$ cat src/pkg/ppms_pkg.sv
/*
  Shared constants and types of the parallel port mode/status block:
  register indices, field positions, reset values, mode encodings.
  Assumes a 32-bit APB slave where each register index is one word.
*/
package ppms_pkg;

  // Register indices; byte address is four times the index
  localparam logic [11:0] IDX_OUT_STAT = 12'hF54;
  localparam logic [11:0] IDX_IN_STAT = 12'hF55;
  localparam logic [11:0] IDX_PEN_L = 12'hF56;
  localparam logic [11:0] IDX_PEN_H = 12'hF57;
  localparam logic [11:0] IDX_IN_A_L = 12'hF58;
  localparam logic [11:0] IDX_IN_A_H = 12'hF59;
  localparam logic [11:0] IDX_IN_B_L = 12'hF5A;
  localparam logic [11:0] IDX_IN_B_H = 12'hF5B;
  localparam logic [11:0] IDX_WAIT = 12'hF5C;
  localparam logic [11:0] IDX_MODE = 12'hF5D;
  localparam logic [11:0] IDX_CTRL_L = 12'hF5E;
  localparam logic [11:0] IDX_CTRL_H = 12'hF5F;
  localparam logic [11:0] IDX_OUT_B_L = 12'hF60;
  localparam logic [11:0] IDX_OUT_B_H = 12'hF61;
  localparam logic [11:0] IDX_ADDR_L = 12'hF6E;
  localparam logic [11:0] IDX_ADDR_H = 12'hF6F;

  // Field positions
  localparam int MODE_BUSY_BIT = 7;
  localparam int MODE_IRQ_LSB = 5;
  localparam int MODE_STEP_LSB = 3;
  localparam int MODE_WIDE_BIT = 2;
  localparam int MODE_PORT_LSB = 0;
  localparam int WAIT_SETUP_LSB = 6;
  localparam int WAIT_MAIN_LSB = 2;
  localparam int WAIT_HOLD_LSB = 0;
  localparam int STAT_SUM_BIT = 7;
  localparam int STAT_ERR_BIT = 6;
  localparam int CTRL_EN_BIT = 7;
  localparam int CTRL_MUX_LSB = 3;
  localparam int CTRL_CSF_LSB = 6;
  localparam int ADDRH_CS1_BIT = 6;
  localparam int ADDRH_CS2_BIT = 7;

  // Reset values
  localparam logic [7:0] REG_RST = 8'h00;
  localparam logic [3:0] OUT_EMPTY_RST = 4'hF;
  localparam logic [1:0] CSF_ON = 2'b10;
  localparam logic [3:0] MAIN_NONE = 4'h0;

  typedef enum logic [1:0] {
    PM_LEGACY = 2'b00,
    PM_ENHANCED = 2'b01,
    PM_MASTER2 = 2'b10,
    PM_MASTER1 = 2'b11
  } ppms_mode_e;

  typedef enum logic [1:0] {
    IRQ_NONE = 2'b00,
    IRQ_EACH = 2'b01,
    IRQ_STALL = 2'b10,
    IRQ_SLOT3 = 2'b11
  } ppms_irq_e;

  typedef enum logic [1:0] {
    STEP_NONE = 2'b00,
    STEP_UP = 2'b01,
    STEP_DOWN = 2'b10,
    STEP_BUF = 2'b11
  } ppms_step_e;

  typedef enum logic [1:0] {
    PH_IDLE = 2'b00,
    PH_SETUP = 2'b01,
    PH_STROBE = 2'b10,
    PH_HOLD = 2'b11
  } ppms_phase_e;

endpackage

$ cat src/verilog/ppms_port.sv
/*
  Parallel port mode, wait-state, pin-enable and status logic with an
  APB register slave. Master cycles use the wait-state sequencer; slave
  strobes from an external processor fill and drain four byte buffers.
  Assumes all pin inputs are synchronous to pclk and active high.
*/
// Functional notes
// - Busy flag reads bit 7 in master
// - Mode 11 event on buffer 3 access
// - Mode 10 stalls processor, no event
// - Mode 01 event per cycle; 00 none
// - Step 11 legacy slave uses buffer pointers
// - Master address steps up, down or holds
// - Wide select gives two byte transfers
// - Port modes 11 and 10 are masters
// - Port modes 01 and 00 are slaves
// - Setup wait is code plus one cycles
// - Strobe stretched by main wait code
// - Hold wait is code plus one cycles
// - Main code zero skips setup and hold
// - Upper enables give address or selects
// - Middle enables give address lines
// - Lowest enables give address or latches
// - Input full flags plus all-full summary
// - Write to full byte sets overflow
// - Output empty flags plus all-empty summary
// - Read of empty byte sets underflow
// - Address pair doubles as output buffer
// - Input pairs serve master and slave data
// - Select with write strobe captures data
`timescale 1ns/1ns
module ppms_port
  import ppms_pkg::*;
#(
  parameter int ADDR_W = 16
) (
  input wire logic pclk,
  input wire logic presetn,
  input wire logic psel,
  input wire logic penable,
  input wire logic pwrite,
  input wire logic [ADDR_W-1:0] paddr,
  input wire logic [31:0] pwdata,
  output logic pready,
  output logic [31:0] prdata,
  output logic pslverr,
  input wire logic [15:0] port_addr_pins_in,
  output logic [15:0] port_addr_pins_out,
  output logic [15:0] port_addr_pins_oe_n,
  input wire logic [7:0] port_data_pins_in,
  output logic [7:0] port_data_pins_out,
  output logic [7:0] port_data_pins_oe_n,
  input wire logic read_strobe_pin_in,
  output logic read_strobe_pin_out,
  output logic read_strobe_pin_oe_n,
  input wire logic write_strobe_pin_in,
  output logic write_strobe_pin_out,
  output logic write_strobe_pin_oe_n,
  input wire logic chip_select_pin_in,
  output logic chip_select_pin_out,
  output logic chip_select_pin_oe_n,
  output logic byte_enable_pin_out,
  output logic xfer_event,
  output logic cpu_stall
);

  ////////////////////////////////////////////////////////////////////////
  logic [7:0] wait_cfg, mode_cfg, pen_lo, pen_hi, ctrl_lo, ctrl_hi;
  logic [7:0] in_buf [4];
  logic [7:0] out_buf [4];
  logic [3:0] in_full, out_empty, next_in_full, next_out_empty;
  logic in_ovf, out_unf;
  logic [1:0] wptr, rptr, wslot, rslot;
  logic s_wr_q, s_rd_q;
  logic [7:0] s_data, s_dout;
  logic xfer_on, xfer_rd, beat_hi;
  logic [15:0] rd_word;
  logic rd_hit;
  ppms_phase_e phase;
  logic seq_done, seq_start, last_done;

  ppms_mode_e pmode;
  ppms_irq_e irq_mode_sel;
  ppms_step_e addr_step_sel;
  logic wide_data_sel, port_on, master, buffered;
  logic [15:0] pin_function_enable;

  assign pmode = ppms_mode_e'(mode_cfg[MODE_PORT_LSB +: 2]);
  assign irq_mode_sel = ppms_irq_e'(mode_cfg[MODE_IRQ_LSB +: 2]);
  assign addr_step_sel = ppms_step_e'(mode_cfg[MODE_STEP_LSB +: 2]);
  assign wide_data_sel = mode_cfg[MODE_WIDE_BIT];
  assign port_on = ctrl_hi[CTRL_EN_BIT];
  assign master = port_on && (pmode == PM_MASTER1 || pmode == PM_MASTER2);
  assign buffered = (pmode == PM_LEGACY) && (addr_step_sel == STEP_BUF);
  assign pin_function_enable = {pen_hi, pen_lo};

  ////////////////////////////////////////////////////////////////////////
  // Buffer slot behind a register index: {hit, slot}
  function automatic logic [2:0] in_slot(input logic [11:0] i);
    case (i)
      IDX_IN_A_L: in_slot = 3'b100;
      IDX_IN_A_H: in_slot = 3'b101;
      IDX_IN_B_L: in_slot = 3'b110;
      IDX_IN_B_H: in_slot = 3'b111;
      default: in_slot = 3'b000;
    endcase
  endfunction

  function automatic logic [2:0] out_slot(input logic [11:0] i);
    case (i)
      IDX_ADDR_L: out_slot = 3'b100;
      IDX_ADDR_H: out_slot = 3'b101;
      IDX_OUT_B_L: out_slot = 3'b110;
      IDX_OUT_B_H: out_slot = 3'b111;
      default: out_slot = 3'b000;
    endcase
  endfunction

  ////////////////////////////////////////////////////////////////////////
  // APB slave
  logic [11:0] idx;
  logic aligned, acc, wr_acc, rd_acc, data_hit;
  logic [2:0] isl, osl;

  assign idx = paddr[13:2];
  assign aligned = (paddr[1:0] == 2'b00) && (paddr[ADDR_W-1:14] == '0);
  assign isl = in_slot(idx);
  assign osl = out_slot(idx);
  assign data_hit = (idx == IDX_IN_A_L) || (idx == IDX_IN_A_H);
  // Stall mode holds the access to the data register until the cycle ends
  assign pready = !(irq_mode_sel == IRQ_STALL && xfer_on && data_hit);
  assign acc = psel && penable && pready;
  assign wr_acc = acc && pwrite && aligned;
  assign rd_acc = acc && !pwrite && aligned;
  assign cpu_stall = xfer_on && (irq_mode_sel == IRQ_STALL);

  always_comb begin
    rd_word = 16'h0000;
    rd_hit = 1'b1;
    case (idx)
      IDX_OUT_STAT: rd_word = {8'h00, &out_empty, out_unf, 2'b00, out_empty};
      IDX_IN_STAT: rd_word = {8'h00, &in_full, in_ovf, 2'b00, in_full};
      IDX_PEN_L: rd_word = {8'h00, pen_lo};
      IDX_PEN_H: rd_word = {8'h00, pen_hi};
      IDX_WAIT: rd_word = {8'h00, wait_cfg};
      IDX_MODE: rd_word = {8'h00, xfer_on && master, mode_cfg[6:0]};
      IDX_CTRL_L: rd_word = {8'h00, ctrl_lo};
      IDX_CTRL_H: rd_word = {8'h00, ctrl_hi};
      IDX_IN_A_L: rd_word = wide_data_sel ? {in_buf[1], in_buf[0]} : {8'h00, in_buf[0]};
      IDX_IN_A_H: rd_word = {8'h00, in_buf[1]};
      IDX_IN_B_L: rd_word = {8'h00, in_buf[2]};
      IDX_IN_B_H: rd_word = {8'h00, in_buf[3]};
      IDX_ADDR_L: rd_word = {8'h00, out_buf[0]};
      IDX_ADDR_H: rd_word = {8'h00, out_buf[1]};
      IDX_OUT_B_L: rd_word = {8'h00, out_buf[2]};
      IDX_OUT_B_H: rd_word = {8'h00, out_buf[3]};
      default: rd_hit = 1'b0;
    endcase
  end

  // Read data and error are captured in the setup cycle
  always_ff @(posedge pclk or negedge presetn) begin
    if (!presetn) begin
      prdata <= 32'h0000_0000;
      pslverr <= 1'b0;
    end else if (psel && !penable) begin
      prdata <= {16'h0000, rd_word};
      pslverr <= !(rd_hit && aligned);
    end
  end

  ////////////////////////////////////////////////////////////////////////
  // Configuration registers
  always_ff @(posedge pclk or negedge presetn) begin
    if (!presetn) begin
      wait_cfg <= REG_RST;
      mode_cfg <= REG_RST;
      pen_lo <= REG_RST;
      pen_hi <= REG_RST;
      ctrl_lo <= REG_RST;
      ctrl_hi <= REG_RST;
    end else if (wr_acc) begin
      // Timing and mode are frozen while a master cycle runs
      if (idx == IDX_WAIT && !xfer_on) begin
        wait_cfg <= pwdata[7:0];
      end
      if (idx == IDX_MODE && !xfer_on) begin
        mode_cfg <= {1'b0, pwdata[6:0]};
      end
      if (idx == IDX_PEN_L) begin
        pen_lo <= pwdata[7:0];
      end
      if (idx == IDX_PEN_H) begin
        pen_hi <= pwdata[7:0];
      end
      if (idx == IDX_CTRL_L) begin
        ctrl_lo <= pwdata[7:0];
      end
      if (idx == IDX_CTRL_H) begin
        ctrl_hi <= pwdata[7:0];
      end
    end
  end

  ////////////////////////////////////////////////////////////////////////
  // Master cycle control
  logic trig;
  assign trig = master && !xfer_on && (rd_acc || wr_acc) && (idx == IDX_IN_A_L);
  assign last_done = seq_done && (!wide_data_sel || beat_hi);
  assign seq_start = trig || (seq_done && wide_data_sel && !beat_hi);

  ppms_wait_seq u_seq (
    .pclk(pclk),
    .presetn(presetn),
    .start(seq_start),
    .setup_code(wait_cfg[WAIT_SETUP_LSB +: 2]),
    .main_code(wait_cfg[WAIT_MAIN_LSB +: 4]),
    .hold_code(wait_cfg[WAIT_HOLD_LSB +: 2]),
    .phase(phase),
    .done(seq_done)
  );

  always_ff @(posedge pclk or negedge presetn) begin
    if (!presetn) begin
      xfer_on <= 1'b0;
      xfer_rd <= 1'b0;
      beat_hi <= 1'b0;
    end else if (trig) begin
      xfer_on <= 1'b1;
      xfer_rd <= !pwrite;
      beat_hi <= 1'b0;
    end else if (last_done) begin
      xfer_on <= 1'b0;
      beat_hi <= 1'b0;
    end else if (seq_done) begin
      beat_hi <= 1'b1;
    end
  end

  // Address step skips bit 14, which may carry a chip select
  logic [14:0] a15, next_a15;
  assign a15 = {out_buf[1][7], out_buf[1][5:0], out_buf[0]};

  always_comb begin
    case (addr_step_sel)
      STEP_UP: next_a15 = a15 + 15'h0001;
      STEP_DOWN: next_a15 = a15 - 15'h0001;
      default: next_a15 = a15;
    endcase
  end

  ////////////////////////////////////////////////////////////////////////
  // Slave strobe tracking
  logic s_mode, s_wr, s_rd, wr_end, rd_beg, rd_end;
  logic [1:0] s_slot_w, s_slot_r;

  assign s_mode = port_on && !pmode[1];
  assign s_wr = s_mode && chip_select_pin_in && write_strobe_pin_in;
  assign s_rd = s_mode && chip_select_pin_in && read_strobe_pin_in;
  assign wr_end = s_wr_q && !s_wr;
  assign rd_beg = s_rd && !s_rd_q;
  assign rd_end = s_rd_q && !s_rd;
  // Legacy slave without stepping always uses slot 0
  assign s_slot_w = (pmode == PM_ENHANCED) ? port_addr_pins_in[1:0] : (buffered ? wptr : 2'b00);
  assign s_slot_r = (pmode == PM_ENHANCED) ? port_addr_pins_in[1:0] : (buffered ? rptr : 2'b00);

  always_ff @(posedge pclk or negedge presetn) begin
    if (!presetn) begin
      s_wr_q <= 1'b0;
      s_rd_q <= 1'b0;
      s_data <= REG_RST;
      s_dout <= REG_RST;
      wslot <= 2'b00;
      rslot <= 2'b00;
    end else begin
      s_wr_q <= s_wr;
      s_rd_q <= s_rd;
      if (s_wr) begin
        s_data <= port_data_pins_in;
        wslot <= s_slot_w;
      end
      if (rd_beg) begin
        s_dout <= out_buf[s_slot_r];
        rslot <= s_slot_r;
      end
    end
  end

  always_ff @(posedge pclk or negedge presetn) begin
    if (!presetn) begin
      wptr <= 2'b00;
      rptr <= 2'b00;
    end else begin
      if (wr_end && buffered) begin
        wptr <= wptr + 2'b01;
      end
      if (rd_end && buffered) begin
        rptr <= rptr + 2'b01;
      end
    end
  end

  ////////////////////////////////////////////////////////////////////////
  // Input buffers: master data register and slave write bytes
  always_ff @(posedge pclk or negedge presetn) begin
    if (!presetn) begin
      for (int k = 0; k < 4; k++) begin
        in_buf[k] <= REG_RST;
      end
    end else if (trig && pwrite) begin
      in_buf[0] <= pwdata[7:0];
      if (wide_data_sel) begin
        in_buf[1] <= pwdata[15:8];
      end
    end else if (xfer_on && xfer_rd && phase == PH_STROBE) begin
      in_buf[{1'b0, beat_hi}] <= port_data_pins_in;
    end else if (wr_end) begin
      in_buf[wslot] <= s_data;
    end
  end

  // Output buffers; slots 0 and 1 are the master address pair
  always_ff @(posedge pclk or negedge presetn) begin
    if (!presetn) begin
      for (int k = 0; k < 4; k++) begin
        out_buf[k] <= REG_RST;
      end
    end else if (wr_acc && osl[2] && !xfer_on) begin
      out_buf[osl[1:0]] <= pwdata[7:0];
    end else if (seq_done && master) begin
      out_buf[1] <= {next_a15[14], out_buf[1][ADDRH_CS1_BIT], next_a15[13:8]};
      out_buf[0] <= next_a15[7:0];
    end
  end

  ////////////////////////////////////////////////////////////////////////
  // Status flags; a hardware set wins over a software clear
  always_comb begin
    next_in_full = in_full;
    next_out_empty = out_empty;
    if (rd_acc && isl[2] && !master) begin
      next_in_full[isl[1:0]] = 1'b0;
    end
    if (wr_end) begin
      next_in_full[wslot] = 1'b1;
    end
    if (wr_acc && osl[2] && !master) begin
      next_out_empty[osl[1:0]] = 1'b0;
    end
    if (rd_end) begin
      next_out_empty[rslot] = 1'b1;
    end
  end

  always_ff @(posedge pclk or negedge presetn) begin
    if (!presetn) begin
      in_full <= 4'h0;
      out_empty <= OUT_EMPTY_RST;
      in_ovf <= 1'b0;
      out_unf <= 1'b0;
    end else begin
      in_full <= next_in_full;
      out_empty <= next_out_empty;
      if (wr_end && in_full[wslot]) begin
        in_ovf <= 1'b1;
      end else if (wr_acc && idx == IDX_IN_STAT && !pwdata[STAT_ERR_BIT]) begin
        in_ovf <= 1'b0;
      end
      if (rd_beg && out_empty[s_slot_r]) begin
        out_unf <= 1'b1;
      end else if (wr_acc && idx == IDX_OUT_STAT && !pwdata[STAT_ERR_BIT]) begin
        out_unf <= 1'b0;
      end
    end
  end

  ////////////////////////////////////////////////////////////////////////
  // Transfer event pulse
  logic ev_each, ev_slot3;
  assign ev_each = last_done || wr_end || rd_end;
  assign ev_slot3 = (wr_end && wslot == 2'b11) || (rd_end && rslot == 2'b11);

  always_ff @(posedge pclk or negedge presetn) begin
    if (!presetn) begin
      xfer_event <= 1'b0;
    end else begin
      case (irq_mode_sel)
        IRQ_EACH: xfer_event <= ev_each;
        IRQ_SLOT3: xfer_event <= ev_slot3 && (buffered || pmode == PM_ENHANCED);
        default: xfer_event <= 1'b0;
      endcase
    end
  end

  ////////////////////////////////////////////////////////////////////////
  // Master pins
  logic strobe, csf_on, mux_on, addr_ph;
  logic [15:0] pin_val;
  assign strobe = xfer_on && (phase == PH_STROBE);
  assign csf_on = (ctrl_lo[CTRL_CSF_LSB +: 2] == CSF_ON);
  assign mux_on = (ctrl_hi[CTRL_MUX_LSB +: 2] != 2'b00);
  assign addr_ph = xfer_on && mux_on && (phase == PH_SETUP);

  always_comb begin
    pin_val = {out_buf[1], out_buf[0]};
    if (csf_on) begin
      pin_val[15:14] = {out_buf[1][ADDRH_CS2_BIT], out_buf[1][ADDRH_CS1_BIT]} & {2{xfer_on}};
    end
    if (mux_on) begin
      pin_val[1:0] = {2{addr_ph}};
    end
  end

  for (genvar i = 0; i < 16; i++) begin : g_pin
    assign port_addr_pins_out[i] = pin_val[i];
    assign port_addr_pins_oe_n[i] = !(pin_function_enable[i] && master);
  end

  always_comb begin
    if (pmode == PM_MASTER1) begin
      read_strobe_pin_out = xfer_on && xfer_rd;
      write_strobe_pin_out = strobe;
    end else begin
      read_strobe_pin_out = strobe && xfer_rd;
      write_strobe_pin_out = strobe && !xfer_rd;
    end
  end

  assign read_strobe_pin_oe_n = !master;
  assign write_strobe_pin_oe_n = !master;
  assign chip_select_pin_oe_n = !master;
  assign chip_select_pin_out = xfer_on && (!csf_on || out_buf[1][ADDRH_CS1_BIT]);
  assign byte_enable_pin_out = xfer_on && wide_data_sel && beat_hi;

  // Data pins: address phase, master write data, or slave read byte
  always_comb begin
    port_data_pins_out = s_dout;
    port_data_pins_oe_n = {8{!s_rd_q}};
    if (addr_ph) begin
      port_data_pins_out = out_buf[0];
      port_data_pins_oe_n = 8'h00;
    end else if (xfer_on && !xfer_rd) begin
      port_data_pins_out = in_buf[{1'b0, beat_hi}];
      port_data_pins_oe_n = 8'h00;
    end
  end

endmodule // ppms_port

$ cat src/verilog/ppms_wait_seq.sv
/*
  Wait-state sequencer for one 8-bit master bus cycle: setup, strobe
  and hold phases counted in clock cycles (one clock is one Tcy).
  Assumes start is only raised while phase is idle.
*/
`timescale 1ns/1ns
module ppms_wait_seq
  import ppms_pkg::*;
(
  input wire logic pclk,
  input wire logic presetn,
  input wire logic start,
  input wire logic [1:0] setup_code,
  input wire logic [3:0] main_code,
  input wire logic [1:0] hold_code,
  output ppms_phase_e phase,
  output logic done
);

  logic [3:0] cnt;

  always_ff @(posedge pclk or negedge presetn) begin
    if (!presetn) begin
      phase <= PH_IDLE;
      cnt <= 4'h0;
      done <= 1'b0;
    end else begin
      done <= 1'b0;
      case (phase)
        PH_IDLE: begin
          if (start) begin
            if (main_code == MAIN_NONE) begin
              phase <= PH_STROBE;
              cnt <= 4'h0;
            end else begin
              phase <= PH_SETUP;
              cnt <= {2'b00, setup_code};
            end
          end
        end
        PH_SETUP: begin
          if (cnt == 4'h0) begin
            phase <= PH_STROBE;
            cnt <= main_code;
          end else begin
            cnt <= cnt - 4'h1;
          end
        end
        PH_STROBE: begin
          if (cnt != 4'h0) begin
            cnt <= cnt - 4'h1;
          end else if (main_code == MAIN_NONE) begin
            phase <= PH_IDLE;
            done <= 1'b1;
          end else begin
            phase <= PH_HOLD;
            cnt <= {2'b00, hold_code};
          end
        end
        PH_HOLD: begin
          if (cnt == 4'h0) begin
            phase <= PH_IDLE;
            done <= 1'b1;
          end else begin
            cnt <= cnt - 4'h1;
          end
        end
        default: begin
          phase <= PH_IDLE;
        end
      endcase
    end
  end

endmodule // ppms_wait_seq
$ cat config.mk
export PLATFORM = sky130hd
export DESIGN_NAME = ppms_port
export DESIGN_NICKNAME = d
export VERILOG_FILES = /design/src/pkg/ppms_pkg.sv /design/src/verilog/ppms_port.sv /design/src/verilog/ppms_wait_seq.sv
export SDC_FILE = /design/constraint.sdc
export NUM_CORES = 1
export LEC_CHECK = 0
export ABC_AREA = 1
export BUFFER_PORTS_ARGS = -buffer_cell sky130_fd_sc_hd__buf_2
export CAP_MARGIN = 20
export CORE_MARGIN = 3
export CORE_UTILIZATION = 30
export CTS_CLUSTER_DIAMETER = 30
export DETAILED_ROUTE_END_ITERATION = 16
export PLACE_DENSITY = 0.5
export SYNTH_ARGS = -nofsm -noshare
export SYNTH_HDL_FRONTEND = slang
export SYNTH_SLANG_ARGS = --single-unit
$ cat constraint.sdc
create_clock -name pclk -period 3 [get_ports pclk]
set_input_delay 0.6 -clock pclk [delete_from_list [all_inputs] [get_ports pclk]]
set_output_delay 0.6 -clock pclk [all_outputs]
set_load 0.05 [all_outputs]
# Word level (Yosys, flattened, before mapping)
# Cells that the tools add are included.
[word_totals]
register_bits = 175
output_inout_bits = 91
[classes]
addsub = 5
magnitude_cmp = 16
n_eq_ne = 38
muxes = 83
bitwise = 12
reduce_logical = 152
[op_table]
columns = ["op", "count"]
rows = [
  ["one-hot mux 16 bit (16 select lines)", 1],
  ["equality test 12 bit (second input constant)", 16],
  ["bitwise mux 32 bit", 3],
  ["two-way mux 8 bit", 12],
  ["logical AND 1 bit", 81],
  ["two-way mux 16 bit", 4],
  ["two-way mux 32 bit", 2],
  ["demux 8 bit (select 2 bit)", 3],
  ["two-way mux 4 bit", 9],
  ["binary-select mux 8 bit (select 2 bit)", 2],
  ["logical NOT 1 bit", 31],
  ["one-hot mux 15 bit (2 select lines)", 1],
  ["two-way mux 2 bit", 13],
  ["one-hot mux 3 bit (4 select lines)", 2],
  ["equality test 2 bit (second input constant)", 11],
  ["two-way mux 1 bit", 21],
  ["AND reduction 2 bit", 9],
  ["one-hot mux 4 bit (4 select lines)", 1],
  ["OR reduction 16 bit", 1],
  ["adder 15 x 1 -> 15 bit (second input constant)", 1],
  ["less-than comparator 2 x 3 -> 1 bit (second input constant)", 5],
  ["subtractor 15 x 1 -> 15 bit (second input constant)", 1],
  [">= comparator 3 bit (second input constant)", 4],
  ["AND reduction 4 bit", 3],
  ["26 further kinds", 69],
]

# Depth between registers and ports, before layout
[depth]
depth_word = 13
mapped_depth = 18

# Hierarchy
# Synthesis repeated with hierarchy kept, for this count alone.
[unflattened]
cells_unflattened = 1588
area_unflattened_um2 = 11294.6
[modules_own_cells]
columns = ["module", "n_inst", "cells_per_inst", "area_each_um2", "seq_area_each_um2"]
rows = [
  ["ppms_port", 1, 1502, 10730.3, 4209.0],
  ["ppms_wait_seq", 1, 86, 564.3, 175.2],
]

# Worst setup path before layout
# Ideal clock, no wire load.
[synth_path]
path_type = "flip-flop to output port"
from = "register xfer_on"
to = "output port port_data_pins_oe_n[1]"
arrival_ns = 2.698
t_required_ns = 2.400
setup_slack_ns = -0.298
path_stages_with_launch = 6
path_buffers = 2
cell_sequence = "dfrtp_1 > inv_2 > nor3_1 > clkbuf_1 > nor3_1 > buf_4"
[synth_between]
elab_chain_cells = 3
[synth_rtl]
columns = ["element", "line", "rtl"]
rows = [
  ["start: declaration", "ppms_port.sv:76", "logic xfer_on, xfer_rd, beat_hi;"],
  ["start signal: assignment", "ppms_port.sv:225", "xfer_on <= 1'b0;"],
  ["start signal: assignment", "ppms_port.sv:229", "xfer_on <= 1'b1;"],
  ["start signal: assignment", "ppms_port.sv:233", "xfer_on <= 1'b0;"],
  ["logical AND 1 bit, on equally long branches", "ppms_port.sv:442, ppms_port.sv:402", ""],
  ["two-way mux 8 bit / logical AND 1 bit (equally long branches)", "ppms_port.sv:442, ppms_port.sv:402", ""],
  ["two-way mux 8 bit *", "ppms_port.sv:439", "if (addr_ph) begin"],
  ["end: declaration", "ppms_port.sv:52", "output logic [7:0] port_data_pins_oe_n,"],
]
# Mark *: on every way between the ends. The rest lies on a longest branch, timed or not.

# Worst setup path in the final report
[layout_path]
from = "register u_seq.phase[1]"
to = "output port port_data_pins_out[0]"
[layout_between]
elab_chain_cells = 3
[layout_rtl]
columns = ["element", "line", "rtl"]
rows = [
  ["start: declaration", "ppms_wait_seq.sv:16", "output ppms_phase_e phase,"],
  ["start signal: assignment", "ppms_wait_seq.sv:24", "phase <= PH_IDLE;"],
  ["start signal: assignment", "ppms_wait_seq.sv:33", "phase <= PH_STROBE;"],
  ["start signal: assignment", "ppms_wait_seq.sv:36", "phase <= PH_SETUP;"],
  ["equality test 2 x 1 -> 1 bit", "ppms_port.sv:402", "assign addr_ph = xfer_on && mux_on && (phase == PH_SETUP);"],
  ["logical AND 1 bit", "ppms_port.sv:402", ""],
  ["two-way mux 8 bit", "ppms_port.sv:439", ""],
  ["end: declaration", "ppms_port.sv:51", "output logic [7:0] port_data_pins_out,"],
]
# No other way between the ends.

==> flow_summary.json <==
{
  "status": "finished, final reports clean",
  "final_common_cell": "nand2_1",
  "critPathLaunchType": "flip-flop",
  "pin_count": 171,
  "min_period_ps": 2857,
  "path_max_fanout": 8,
  "p_leak_nw": 6.514,
  "grt_overflow_total": 0,
  "grt_pass1_vias": 10450,
  "worstMarginPinSlew_ps": 782.1,
  "worstPathRequired_ps": 2400,
  "post-route-util_pct": 35.49,
  "cp-end-kind": "primary output",
  "drv_slew": 0,
  "synth_edf_count": 0,
  "synthAdderAreaFrac_pct": 1.867,
  "synth_xor_xnor_area_share_pct": 1.102,
  "yosysWarnings": 0,
  "hp-class": "in2async",
  "tritoncts": "done",
  "syn_area_per_cell_sq_um": 7.031,
  "ir_drop_mv": 0.3959,
  "setup_tns_ps": 0,
  "syn_area_sq_mm": 0.01112,
  "final_nets": 1787,
  "criticalPathCategory": "reg2out",
  "coreArea_sq_mm": 0.03609,
  "cts_buffers": 17,
  "drt_iter0_drc": 1134,
  "synth_top_family_by_area": "simple AND/OR/NAND/NOR gates",
  "final_cell_mix": "nand2_1 (496), dfrtp_1 (169), o21ai_0 (160), nor2_1 (154), inv_1 (123)",
  "antenna_left": 0,
  "htreeDepth": 4,
  "grt_first_pass_wirelength_microns": 63870,
  "cts.clk_slew.worst_paths_ps": 70,
  "synth_ff_type": "dfrtp_1",
  "multi_input_area_sq_mm": 0.005743,
  "seq_area_frac_synth_pct": 39.42,
  "synthMuxAreaShare_pct": 0,
  "core.rowCount": 69,
  "hold_viol_final": 0,
  "cts_buffer_depth": 2,
  "maxCapViolCount": 0,
  "hpwl_microns": 32020,
  "clock_sinks": 175,
  "synth_cell_types": 48,
  "fin_skew_ps": 13.93,
  "ff_latch_area_sq_mm": 0.004387,
  "hold_buffers": 0,
  "dr.pass1.iters": 5,
  "grt_max_degree": 72,
  "antenna_found_initial": 1,
  "clk_latency_ps": 450,
  "n_fill_cell": 3930,
  "drive_gt1_share_pct": 16.02,
  "fin_total_pwr_mw": 4.999,
  "async_reset_ff_share_pct": 100.0,
  "synth_compound_area_share_pct": 12.71,
  "clockRootBuffer": "clkbuf_16",
  "vias": 11000,
  "clock.fmax_mhz": 350.0,
  "fp.dieW_microns": 198.6,
  "area_growth_pct": 15.13,
  "powerDensity_mw_per_mm2": 390.4,
  "synth-seq-cells": 175,
  "yosys.area_share.simple_pct": 35.19,
  "route.detailed.drc": 0,
  "gp_congestion": 0.9025,
  "fp.dieH_microns": 198.6,
  "start_util_pct": 30.82,
  "die-area_sq_mm": 0.03942,
  "syn_inst": 1582,
  "viasPerCell": 5.077,
  "slew_headroom_pct": 47.80,
  "finalSetupViolations": 0,
  "critPathArrivalTime_ps": 2260,
  "wl_microns": 42270,
  "grt_usage_pct": 21.63,
  "io_buffers": 124,
  "post_drt_wl_per_cell_microns": 19.52,
  "rsz0062_at_grt": "no",
  "period_share_pct": 95.25
}
==> metrics by stage <==
step                      instance area [sq um]  setup slack (ps)  hold WS [ps]  cells
after detailed placement                  12150             281.7         459.4   2132
after CTS                                 12770             76.74         202.5   2164
after global placement                    12150             250.8         454.7   2132
after global routing                      12800            0.5547         224.3   2165
final                                     12810             142.6         181.8   2166
after floorplan                           11180             256.0         304.4   1597
==> metal layers <==
layer / wire length (microns) / GRT usage [%] / vias to the layer above
met3: 2784 / 4.353 / 51
met5: 0 / 0 / -
met4: 1173 / 7.340 / 0
met2: 18650 / 33.67 / 401
met1: 19670 / 30.15 / 5165
li1: - / - / 5380
==> final cells by class <==
class                   count  share of cell area, %
flip-flops and latches    175                  34.26
repair buffers            160                  7.396
clock buffers              20                  3.488
inverters                 144                  4.250
well taps                 461                  4.504
clock inverters            12                  1.241
multi-input cells        1193                  44.85
diodes                      1                0.01954
==> power by group <==
group	internal (mW)	total, mW	switching (mW)
Clock	1.34	2.37	1.03
Combinational	0.0490	0.267	0.218
Sequential	2.36	2.36	0.000203
==> logic make-up (layout without fill, tap and decap cells) <==
kind of cell             after synthesis  after routing
AND/OR/NAND/NOR                      890            890
AO/OA/AOI/OAI                        257            257
buffers and inverters                229            336
flip-flops                           175            175
adder cells (fa/ha/maj)               16             16
XOR/XNOR                              14             14
other                                  1             17
==> repair_timing <==
item	4_1_cts	5_1_grt
buffers inserted	0	1
resized for setup	7	9
setup endpoints to repair	3	14
pin swaps	0	0
hold endpoints to repair	0	0
==> sequential cells by signal (all words and copies together) (netlist names), 3 cells and up <==
name and flops:
out_empty 4, out_buf 17, prdata 16, ctrl_hi 8
s_data 8, u_seq.cnt 4, ctrl_lo 8, in_full 4
mode_cfg 7, pen_hi 8, in_buf 32, wait_cfg 8
port_addr_pins_out 12, s_dout 8, a15 3, pen_lo 8
==> synthesized netlist by cell type, types with 4 or more instances <==
cell | number | area, sq um
a21oi_1 | 43 | 215.2
a22oi_1 | 6 | 45.04
a31oi_1 | 4 | 25.02
buf_2 | 18 | 90.09
buf_4 | 44 | 330.3
buf_6 | 4 | 45.04
clkbuf_1 | 17 | 63.81
dfrtp_1 | 171 | 4279
dfstp_2 | 4 | 105.1
ha_1 | 15 | 187.7
inv_1 | 126 | 473.0
inv_2 | 16 | 60.06
nand2_1 | 496 | 1862
nand2_2 | 14 | 87.58
nand3_1 | 118 | 590.6
nand3_2 | 10 | 100.1
nand4_1 | 55 | 344.1
nor2_1 | 155 | 581.8
nor2_2 | 15 | 93.84
nor3_1 | 6 | 30.03
nor4_1 | 4 | 25.02
o211ai_1 | 4 | 30.03
o21ai_0 | 161 | 805.8
o21ai_1 | 9 | 45.04
o221ai_1 | 6 | 52.55
o22ai_1 | 7 | 43.79
o41ai_1 | 8 | 70.07
xnor2_1 | 5 | 43.79
xor2_1 | 9 | 78.83
==> path summary, 6_finish.rpt <==
path / startpoint / endpoint / slack, ps / cells past startpoint
setup / recovery: u_seq.phase[1] / port_data_pins_out[0] / 140 / 8
hold / removal: presetn / in_buf[2] / 180 / 1
setup reg to reg: mode_cfg[3] / port_addr_pins_out[11] / 440 / 14
hold reg to reg: rptr[0] / rptr[0] / 470 / 1
max in group asynchronous: presetn / s_dout[4] / 2040 / 2
min in group pclk: port_data_pins_in[0] / s_data[0] / 400 / 3
==> critical path, cell delays in order, from the launching register on <==
cell and delay, ps:
dfrtp_1 470, nor2_4 180, inv_2 100, nor3_1 150, buf_4 200, clkinvlp_4 200, o211ai_1 160, o21ai_1 130
buf_4 210
Note: power is estimated with default switching activity, not from simulation.
